**src/hpio_pkg.sv**
```systemverilog
// Package with register map, reset values and bus constants of the hub pin control bank.
`default_nettype none
package hpio_pkg;

  localparam int unsigned ADDR_W = 16;
  localparam int unsigned DATA_W = 32;
  localparam int unsigned REG_W  = 8;

  // Register indices as numbered in the map; the byte address is four times the index.
  localparam logic [13:0] IDX_SENSE_DIR  = 14'h0831;
  localparam logic [13:0] IDX_IND_DIR    = 14'h0833;
  localparam logic [13:0] IDX_SENSE_OUT  = 14'h0835;
  localparam logic [13:0] IDX_IND_OUT    = 14'h0837;
  localparam logic [13:0] IDX_SENSE_IN   = 14'h0839;
  localparam logic [13:0] IDX_IND_IN     = 14'h083b;
  localparam logic [13:0] IDX_SENSE_PU   = 14'h083d;
  localparam logic [13:0] IDX_IND_PU     = 14'h083f;
  localparam logic [13:0] IDX_IND_MODE   = 14'h0840;
  localparam logic [13:0] IDX_PP_PD      = 14'h092e;
  localparam logic [13:0] IDX_PP_DIR     = 14'h0932;
  localparam logic [13:0] IDX_PP_OUT     = 14'h0936;
  localparam logic [13:0] IDX_PP_IN      = 14'h093a;

  // Pin counts and field positions.
  localparam int unsigned SENSE_N   = 5;
  localparam int unsigned PP_LO     = 1;
  localparam int unsigned PP_HI     = 7;
  localparam int unsigned IND_BIT   = 0;
  localparam int unsigned MODE_BIT  = 0;
  localparam int unsigned LANE0_BIT = 0;

  // Reset values; every pin starts as an input with pulls off, indicator in programmable mode.
  localparam logic [7:0] REG_RST    = 8'h00;
  localparam logic [4:0] SENSE_RST  = 5'h00;
  localparam logic [7:1] PP_RST     = 7'h00;
  localparam logic       BIT_RST    = 1'b0;

  localparam logic [1:0] RESP_OKAY   = 2'h0;
  localparam logic [1:0] RESP_SLVERR = 2'h2;

  typedef enum logic [3:0] {
    SEL_NONE      = 4'h0,
    SEL_SENSE_DIR = 4'h1,
    SEL_IND_DIR   = 4'h2,
    SEL_SENSE_OUT = 4'h3,
    SEL_IND_OUT   = 4'h4,
    SEL_SENSE_IN  = 4'h5,
    SEL_IND_IN    = 4'h6,
    SEL_SENSE_PU  = 4'h7,
    SEL_IND_PU    = 4'h8,
    SEL_IND_MODE  = 4'h9,
    SEL_PP_PD     = 4'ha,
    SEL_PP_DIR    = 4'hb,
    SEL_PP_OUT    = 4'hc,
    SEL_PP_IN     = 4'hd
  } hpio_sel_t;

endpackage
`default_nettype wire

```
**src/hpio_bank.sv**
```systemverilog
// Hub pin control bank: AXI4-Lite register slave driving sense, indicator and port power pins.
//
// Decided for this implementation: the AXI4-Lite register port.
`timescale 1ns/10ps
`default_nettype none
module hpio_bank (
  // Clock and reset
  input  wire logic                           sys_clk,
  input  wire logic                           rst,
  // AXI4-Lite write address and data
  input  wire logic [hpio_pkg::ADDR_W-1:0]    s_axi_awaddr,
  input  wire logic                           s_axi_awvalid,
  output logic                                s_axi_awready,
  input  wire logic [hpio_pkg::DATA_W-1:0]    s_axi_wdata,
  input  wire logic [hpio_pkg::DATA_W/8-1:0]  s_axi_wstrb,
  input  wire logic                           s_axi_wvalid,
  output logic                                s_axi_wready,
  // AXI4-Lite write response
  output logic [1:0]                          s_axi_bresp,
  output logic                                s_axi_bvalid,
  input  wire logic                           s_axi_bready,
  // AXI4-Lite read
  input  wire logic [hpio_pkg::ADDR_W-1:0]    s_axi_araddr,
  input  wire logic                           s_axi_arvalid,
  output logic                                s_axi_arready,
  output logic [hpio_pkg::DATA_W-1:0]         s_axi_rdata,
  output logic [1:0]                          s_axi_rresp,
  output logic                                s_axi_rvalid,
  input  wire logic                           s_axi_rready,
  // Bus-voltage sense (bit 0) and over-current sense pins (bits 1 to 4)
  input  wire logic [hpio_pkg::SENSE_N-1:0]   sense_pin_in,
  output logic [hpio_pkg::SENSE_N-1:0]        sense_pin_out,
  output logic [hpio_pkg::SENSE_N-1:0]        sense_pin_oe,
  output logic [hpio_pkg::SENSE_N-1:0]        sense_pin_pullup,
  // Indicator pin
  input  wire logic                           indicator_pin_in,
  output logic                                indicator_pin_out,
  output logic                                indicator_pin_oe,
  output logic                                indicator_pin_pullup,
  input  wire logic                           indicator_led_level,
  // Port power pins 7 to 1
  input  wire logic [hpio_pkg::PP_HI:hpio_pkg::PP_LO] port_power_pin_in,
  output logic [hpio_pkg::PP_HI:hpio_pkg::PP_LO]      port_power_pin_out,
  output logic [hpio_pkg::PP_HI:hpio_pkg::PP_LO]      port_power_pin_oe,
  output logic [hpio_pkg::PP_HI:hpio_pkg::PP_LO]      port_power_pin_pulldown
);
  import hpio_pkg::*;

  function automatic hpio_sel_t reg_decode(input logic [ADDR_W-1:0] addr);
    logic [13:0] idx;
    idx = addr[ADDR_W-1:2];
    case (idx)
      IDX_SENSE_DIR: reg_decode = SEL_SENSE_DIR;
      IDX_IND_DIR:   reg_decode = SEL_IND_DIR;
      IDX_SENSE_OUT: reg_decode = SEL_SENSE_OUT;
      IDX_IND_OUT:   reg_decode = SEL_IND_OUT;
      IDX_SENSE_IN:  reg_decode = SEL_SENSE_IN;
      IDX_IND_IN:    reg_decode = SEL_IND_IN;
      IDX_SENSE_PU:  reg_decode = SEL_SENSE_PU;
      IDX_IND_PU:    reg_decode = SEL_IND_PU;
      IDX_IND_MODE:  reg_decode = SEL_IND_MODE;
      IDX_PP_PD:     reg_decode = SEL_PP_PD;
      IDX_PP_DIR:    reg_decode = SEL_PP_DIR;
      IDX_PP_OUT:    reg_decode = SEL_PP_OUT;
      IDX_PP_IN:     reg_decode = SEL_PP_IN;
      default:       reg_decode = SEL_NONE;
    endcase
  endfunction

  logic [REG_W-1:0]    sense_dir_reg;
  logic [REG_W-1:0]    ind_dir_reg;
  logic [REG_W-1:0]    sense_out_reg;
  logic [REG_W-1:0]    ind_out_reg;
  logic [REG_W-1:0]    sense_pu_reg;
  logic [REG_W-1:0]    ind_pu_reg;
  logic [REG_W-1:0]    ind_mode_reg;
  logic [REG_W-1:0]    pp_pd_reg;
  logic [REG_W-1:0]    pp_dir_reg;
  logic [REG_W-1:0]    pp_out_reg;
  logic                ind_drive_reg;
  logic [SENSE_N-1:0]  sense_meta_reg;
  logic [SENSE_N-1:0]  sense_sync_reg;
  logic                ind_meta_reg;
  logic                ind_sync_reg;
  logic [PP_HI:PP_LO]  pp_meta_reg;
  logic [PP_HI:PP_LO]  pp_sync_reg;
  logic                aw_held_reg;
  logic [ADDR_W-1:0]   awaddr_reg;
  logic                w_held_reg;
  logic [REG_W-1:0]    wdata_reg;
  logic                wlane_reg;
  logic                bvalid_reg;
  logic [1:0]          bresp_reg;
  logic                rvalid_reg;
  logic [DATA_W-1:0]   rdata_reg;
  logic [1:0]          rresp_reg;
  logic                do_write;
  hpio_sel_t           wr_sel;
  hpio_sel_t           rd_sel;
  logic                wr_en;
  logic [REG_W-1:0]    rd_next;

  // Address and data are taken in either order; the write lands once both are held.
  assign s_axi_awready = ~aw_held_reg;
  assign s_axi_wready  = ~w_held_reg;
  assign do_write      = aw_held_reg & w_held_reg & ~bvalid_reg;
  assign wr_sel        = reg_decode(awaddr_reg);
  assign wr_en         = do_write & wlane_reg;
  assign s_axi_bvalid  = bvalid_reg;
  assign s_axi_bresp   = bresp_reg;
  assign s_axi_arready = ~rvalid_reg;
  assign rd_sel        = reg_decode(s_axi_araddr);
  assign s_axi_rvalid  = rvalid_reg;
  assign s_axi_rdata   = rdata_reg;
  assign s_axi_rresp   = rresp_reg;

  always_ff @(posedge sys_clk) begin
    if (rst) begin
      aw_held_reg <= 1'b0;
      awaddr_reg  <= '0;
      w_held_reg  <= 1'b0;
      wdata_reg   <= REG_RST;
      wlane_reg   <= 1'b0;
      bvalid_reg  <= 1'b0;
      bresp_reg   <= RESP_OKAY;
    end else begin
      if (s_axi_awvalid && !aw_held_reg) begin
        aw_held_reg <= 1'b1;
        awaddr_reg  <= s_axi_awaddr;
      end
      if (s_axi_wvalid && !w_held_reg) begin
        w_held_reg <= 1'b1;
        wdata_reg  <= s_axi_wdata[REG_W-1:0];
        wlane_reg  <= s_axi_wstrb[LANE0_BIT];
      end
      if (do_write) begin
        aw_held_reg <= 1'b0;
        w_held_reg  <= 1'b0;
        bvalid_reg  <= 1'b1;
        bresp_reg   <= (wr_sel == SEL_NONE) ? RESP_SLVERR : RESP_OKAY;
      end else if (bvalid_reg && s_axi_bready) begin
        bvalid_reg <= 1'b0;
      end
    end
  end

  // Whole bytes are stored, so reserved bits of writable registers keep what was written.
  // reserved bits stored
  always_ff @(posedge sys_clk) begin
    if (rst) begin
      sense_dir_reg <= REG_RST;
      ind_dir_reg   <= REG_RST;
      sense_out_reg <= REG_RST;
      ind_out_reg   <= REG_RST;
      sense_pu_reg  <= REG_RST;
      ind_pu_reg    <= REG_RST;
      ind_mode_reg  <= REG_RST;
      pp_pd_reg     <= REG_RST;
      pp_dir_reg    <= REG_RST;
      pp_out_reg    <= REG_RST;
    end else if (wr_en) begin
      case (wr_sel)
        SEL_SENSE_DIR: sense_dir_reg <= wdata_reg;
        SEL_IND_DIR:   ind_dir_reg   <= wdata_reg;
        SEL_SENSE_OUT: sense_out_reg <= wdata_reg;
        SEL_IND_OUT:   ind_out_reg   <= wdata_reg;
        SEL_SENSE_PU:  sense_pu_reg  <= wdata_reg;
        SEL_IND_PU:    ind_pu_reg    <= wdata_reg;
        SEL_IND_MODE:  ind_mode_reg  <= wdata_reg;
        SEL_PP_PD:     pp_pd_reg     <= wdata_reg;
        SEL_PP_DIR:    pp_dir_reg    <= wdata_reg;
        SEL_PP_OUT:    pp_out_reg    <= wdata_reg;
        default:       ;
      endcase
    end
  end

  always_ff @(posedge sys_clk) begin
    if (rst) begin
      sense_meta_reg <= SENSE_RST;
      sense_sync_reg <= SENSE_RST;
      ind_meta_reg   <= BIT_RST;
      ind_sync_reg   <= BIT_RST;
      pp_meta_reg    <= PP_RST;
      pp_sync_reg    <= PP_RST;
    end else begin
      sense_meta_reg <= sense_pin_in;
      sense_sync_reg <= sense_meta_reg;
      ind_meta_reg   <= indicator_pin_in;
      ind_sync_reg   <= ind_meta_reg;
      pp_meta_reg    <= port_power_pin_in;
      pp_sync_reg    <= pp_meta_reg;
    end
  end

  always_comb begin
    rd_next = REG_RST;
    case (rd_sel)
      SEL_SENSE_DIR: rd_next = sense_dir_reg;
      SEL_IND_DIR:   rd_next = ind_dir_reg;
      SEL_SENSE_OUT: rd_next = sense_out_reg;
      SEL_IND_OUT:   rd_next = ind_out_reg;
      SEL_SENSE_IN:  rd_next[SENSE_N-1:0] = sense_sync_reg;
      SEL_IND_IN:    rd_next[IND_BIT] = ind_sync_reg;
      SEL_SENSE_PU:  rd_next = sense_pu_reg;
      SEL_IND_PU:    rd_next = ind_pu_reg;
      SEL_IND_MODE:  rd_next = ind_mode_reg;
      SEL_PP_PD:     rd_next = pp_pd_reg;
      SEL_PP_DIR:    rd_next = pp_dir_reg;
      SEL_PP_OUT:    rd_next = pp_out_reg;
      SEL_PP_IN:     rd_next[PP_HI:PP_LO] = pp_sync_reg;
      default:       rd_next = REG_RST;
    endcase
  end

  always_ff @(posedge sys_clk) begin
    if (rst) begin
      rvalid_reg <= 1'b0;
      rdata_reg  <= '0;
      rresp_reg  <= RESP_OKAY;
    end else if (s_axi_arvalid && !rvalid_reg) begin
      rvalid_reg <= 1'b1;
      rdata_reg  <= {{(DATA_W-REG_W){1'b0}}, rd_next};
      rresp_reg  <= (rd_sel == SEL_NONE) ? RESP_SLVERR : RESP_OKAY;
    end else if (rvalid_reg && s_axi_rready) begin
      rvalid_reg <= 1'b0;
    end
  end

  // The indicator level is registered so that the pin never follows a glitch of the blink logic.
  // data bit only in programmable mode
  always_ff @(posedge sys_clk) begin
    if (rst) begin
      ind_drive_reg <= BIT_RST;
    end else if (ind_mode_reg[MODE_BIT]) begin
      ind_drive_reg <= indicator_led_level;
    end else begin
      ind_drive_reg <= ind_out_reg[IND_BIT];
    end
  end

  assign sense_pin_oe      = sense_dir_reg[SENSE_N-1:0];
  assign sense_pin_out     = sense_out_reg[SENSE_N-1:0];
  assign sense_pin_pullup  = sense_pu_reg[SENSE_N-1:0];
  assign indicator_pin_oe  = ind_dir_reg[IND_BIT];
  assign indicator_pin_out = ind_drive_reg;
  assign indicator_pin_pullup = ind_pu_reg[IND_BIT];
  assign port_power_pin_pulldown = pp_pd_reg[PP_HI:PP_LO];
  assign port_power_pin_oe  = pp_dir_reg[PP_HI:PP_LO];
  assign port_power_pin_out = pp_out_reg[PP_HI:PP_LO];
endmodule
`default_nettype wire

```
**config.mk**
```make
export PLATFORM = sky130hd
export DESIGN_NAME = hpio_bank
export DESIGN_NICKNAME = d
export VERILOG_FILES = /design/src/hpio_pkg.sv /design/src/hpio_bank.sv
export SDC_FILE = /design/constraint.sdc
export NUM_CORES = 1
export LEC_CHECK = 0
export BUFFER_PORTS_ARGS = -buffer_cell sky130_fd_sc_hd__buf_4
export CORE_ASPECT_RATIO = 1.2
export CORE_MARGIN = 5
export CORE_UTILIZATION = 49
export CTS_CLUSTER_DIAMETER = 120
export CTS_CLUSTER_SIZE = 24
export DETAILED_ROUTE_END_ITERATION = 12
export PLACE_DENSITY = 0.81
export RECOVER_POWER = 50
export SYNTH_ARGS = -nofsm -noshare
export SYNTH_HDL_FRONTEND = slang
export SYNTH_SLANG_ARGS = --single-unit
```
**constraint.sdc**
```tcl
create_clock -name sys_clk -period 2.5 [get_ports sys_clk]
set_clock_uncertainty 0.05 [all_clocks]
set_input_delay 0.25 -clock sys_clk [delete_from_list [all_inputs] [get_ports sys_clk]]
set_output_delay 0.25 -clock sys_clk [all_outputs]
set_load 0.05 [all_outputs]
```
==> metrics.log <==
[metrics] pin count of the biggest net entering global routing: 62
[metrics] weighted congestion at the end of routability-driven global placement: 0.953
[metrics] setup repair after global routing missed its margin: true
[metrics] Post-synth ARST share: 0%
[metrics] clock root buffer: clkbuf_16
[metrics] initial core utilization: 50.3%
[metrics] clock tree from TritonCTS: built
[metrics] final wirelength: 19,100 um
[metrics] Die Width: 119 um
[metrics] endpoint required time on the critical path: 2.74 ns
[metrics] average routed wire per standard cell: 17.6 um
[metrics] cell type contributing the most total cell area after synthesis: dfxtp_1
[metrics] peak per-stage delay on the critical path: 0.33 ns
[metrics] number of synthesized flops with an enable pin: 0
[metrics] final non-filler cell area: 8820 um^2
[metrics] most prevalent standard cell on the critical path: buf_6
[metrics] routed via count divided by cell count: 5.53
[metrics] via count: 5,974
[metrics] relative area change from synthesis to final layout: 26.5%
[metrics] minimum hold slack: 0.00912 ns
[metrics] clock net sink count: 144
[metrics] delay-heaviest family, CP: simple AND/OR/NAND/NOR gates
[metrics] classification of the worst setup path: reg -> reg
[metrics] Slew Limit Headroom: 43.8%
[metrics] crit path launch type: flip-flop
[metrics] first-pass detailed-route iteration total: 5
[metrics] std cell rows: 47
[metrics] total cell area at the placement stage: 7960 um^2
[metrics] share of the synthesized area in the top cell type: 41.3%
[metrics] clock buffer depth: 2
[metrics] hold path endpoint: awaddr_reg[6]
[metrics] dominant synthesized flop cell: dfxtp_1
[metrics] leakage power summed over all cells: 3.56 nW
[metrics] type of the worst min-delay path: in -> reg
[metrics] most used standard cells in the synthesized netlist: 144 x dfxtp_1, 101 x nor2_1, 90 x nand2_1
[metrics] Post-Route Utilization: 63.6%
[metrics] Finish-stage setup viols: 0
[metrics] worst voltage drop across the vdd grid: 0.462 mV
[metrics] Synth area leaders: dfxtp_1 41%, mux2i_1 12%, buf_4 7.1%
[metrics] number of I/O port buffers: 111
[metrics] Non-Filler Instances: 1,081
[metrics] Detailed Place HPWL: 13,800 um
[metrics] combined global-route utilization of all metal layers: 22.6%
[metrics] aggregate global routing overflow: 0
[metrics] Seq/Total Area, Yosys: 41.3%
[metrics] 1st-iter DRT viols: 392
[metrics] status: completed
[metrics] Cell Chain, Critical Path: nor4b_4, buf_4, nand3_4, o32a_4, buf_6, or2_4, buf_6, nor4_4, buf_12, mux2i_2, nor2_1
[metrics] area of the placeable core: 13,900 um^2
[metrics] mean instance size in the synthesized netlist: 9.08 um^2
[metrics] Worst-Margin Slew: 0.841 ns
[metrics] number of nets with antenna violations after routing: 0
[metrics] worst path arrival time: 2.74 ns
[metrics] number of global-route vias before repair: 5,867
[metrics] worst hold stages: 3
[metrics] layout cells sized above 1: 28.0%
[metrics] Worst R2R Path Depth: 11
[metrics] endpoint of the worst-slack reg-to-reg timing path: pp_dir_reg[0]
[metrics] post-synthesis instance area: 6980 um^2
[metrics] number of hold violations in the final report: 0
[metrics] critical path capture point type: flip-flop
[metrics] synthesis-stage register bit count: 144
[metrics] slack of the worst reg-to-reg path: 0.001 ns
[metrics] total design power: 5.33 mW
[metrics] startpoint of the worst hold path: s_axi_awaddr[6]
[metrics] maximum level of the CTS H-tree: 4
[metrics] Yosys Warn Count: 0
[metrics] Die Span Y: 141 um
[metrics] flip-flop count of the largest register after layout: 14
[metrics] Mapped Cells: 768
[metrics] count of inserted antenna diode cells: 0
[metrics] post-layout minimum cycle time: 2.50 ns
[metrics] highest clock rate: 0.400 GHz
[metrics] number of distinct library cells after synthesis: 76
[metrics] Max Fanout on Critical Path: 8
[metrics] layout net count: 986
[metrics] Final Slew Violations: 0
[metrics] cell with the most instances after synthesis: dfxtp_1
[metrics] total placed cells including tap cells: 1,027
[metrics] Die Footprint: 16,700 um^2
[metrics] final worst path period share: 100%
[metrics] Crit-path slowest cell: dfxtp_2
[metrics] total clock buffers created by CTS: 17
[metrics] reg-to-reg critical path startpoint: awaddr_reg[14]
[metrics] fill count: 1,162
[metrics] remaining design rule violation count: 0
[metrics] first-pass GRT wire length: 29,900 um
[metrics] total power per unit cell area: 604 nW/um^2
[metrics] worst-skew pair later-pin latency: 0.43 ns
[metrics] number of antenna violations at the first check in global routing: 0
[metrics] clock edge transition at the registers on the reported setup and hold paths: 0.06 ns
[metrics] number of ports placed on the die boundary: 169
[metrics] number of maximum-capacitance constraint violations: 0
[metrics] buffering stage count on the worst path with inverters included: 4
## worst reg2reg max path, stage by stage (launching register included)
cell and delay (ns):
dfxtp_2 0.33, nor4b_4 0.25, buf_4 0.18, nand3_4 0.08, o32a_4 0.33, buf_6 0.13, or2_4 0.24, buf_6 0.12
nor4_4 0.18, buf_12 0.18, mux2i_2 0.23, nor2_1 0.07
## worst max path at each step
stage                           from  slack (ns)  depth (start not counted)             end
floorplan            s_axi_araddr[3]        0.15                          8  s_axi_rdata[3]
global placement    s_axi_araddr[12]       -0.05                          9  s_axi_rdata[3]
detailed placement    awaddr_reg[15]       -0.07                          9    pp_pd_reg[7]
CTS                    awaddr_reg[9]      -0.006                          9    pp_pd_reg[7]
global route          awaddr_reg[14]       -0.08                         11   pp_dir_reg[0]
finish                awaddr_reg[14]       0.001                         11   pp_dir_reg[0]
## power breakdown
| group | total (mW) | leakage (nW) | switching [mW] | internal [mW] |
|---|---|---|---|---|
| combinational | 0.454 | 2.11 | 0.281 | 0.173 |
| sequential | 2.41 | 1.17 | 0.0609 | 2.35 |
| clock | 2.47 | 0.282 | 0.941 | 1.53 |
## repair_timing
item                                    4_1_cts  5_1_grt
endpoints found under the setup margin       24       49
pin swaps                                     3        4
buffers inserted                              4        3
resized for setup                             3       16
hold buffers                                 15        0
endpoints found under the hold margin        15        0
## cells in the final DEF, fill, tap and decap left out, types with 4 or more instances in the layout
master / n
buf_4: 167
dfxtp_1: 137
nor2_1: 101
nand2_1: 90
mux2i_1: 82
a21oi_1: 33
nor2b_1: 30
conb_1: 26
clkbuf_16: 17
dlygate4sd3_1: 15
nand3_1: 11
o21ai_0: 9
nor3_1: 8
dfxtp_2: 7
inv_1: 6
a211oi_1: 6
a221oi_2: 6
clkbuf_8: 6
and3_1: 5
nor3b_1: 5
o211ai_1: 5
a222oi_1: 5
a31oi_1: 5
buf_12: 5
buf_6: 5
a221oi_1: 4
a21o_1: 4
nor4b_4: 4
nand2b_1: 4
o21a_1: 4
a32o_1: 4
## routing by layer
layer / part of all wire (%) / up-vias / wire length (um) / GRT usage (%)
met2: 49 / 234 / 9410 / 38.4
met1: 39 / 2809 / 7390 / 25.4
met5: 0 / - / 0 / 0
met3: 7.0 / 66 / 1340 / 6.29
met4: 4.9 / 0 / 933 / 13.5
li1: - / 2865 / - / -
## logic make-up after synthesis
family	synth area share [%]
AO/OA/AOI/OAI	12.9
XOR/XNOR	0.628
buffers and inverters	9.99
flip-flops	41.3
multiplexers	12.4
other	0.0538
AND/OR/NAND/NOR	22.7
## through the flow
step | setup WS [ns] | TNS (ns)
after detailed placement | -0.0650 | -0.581
after global routing | -0.0783 | -0.387
final | 0.00119 | 0
after floorplan | 0.149 | 0
after CTS | -0.00626 | -0.00835
after global placement | -0.0462 | -0.0872
## final cells by class
class | count | area, um^2 | share of cell area [%]
Sequential cell | 144 | 2890 | 32.8
Clock buffer | 25 | 515 | 5.84
Tap cell | 171 | 214 | 2.43
Clock inverter | 7 | 75.1 | 0.851
Multi-Input combinational cell | 536 | 3540 | 40.2
Inverter | 6 | 22.5 | 0.255
Timing Repair Buffer | 192 | 1560 | 17.7
No activity file was read; power rests on OpenSTA's default activity.
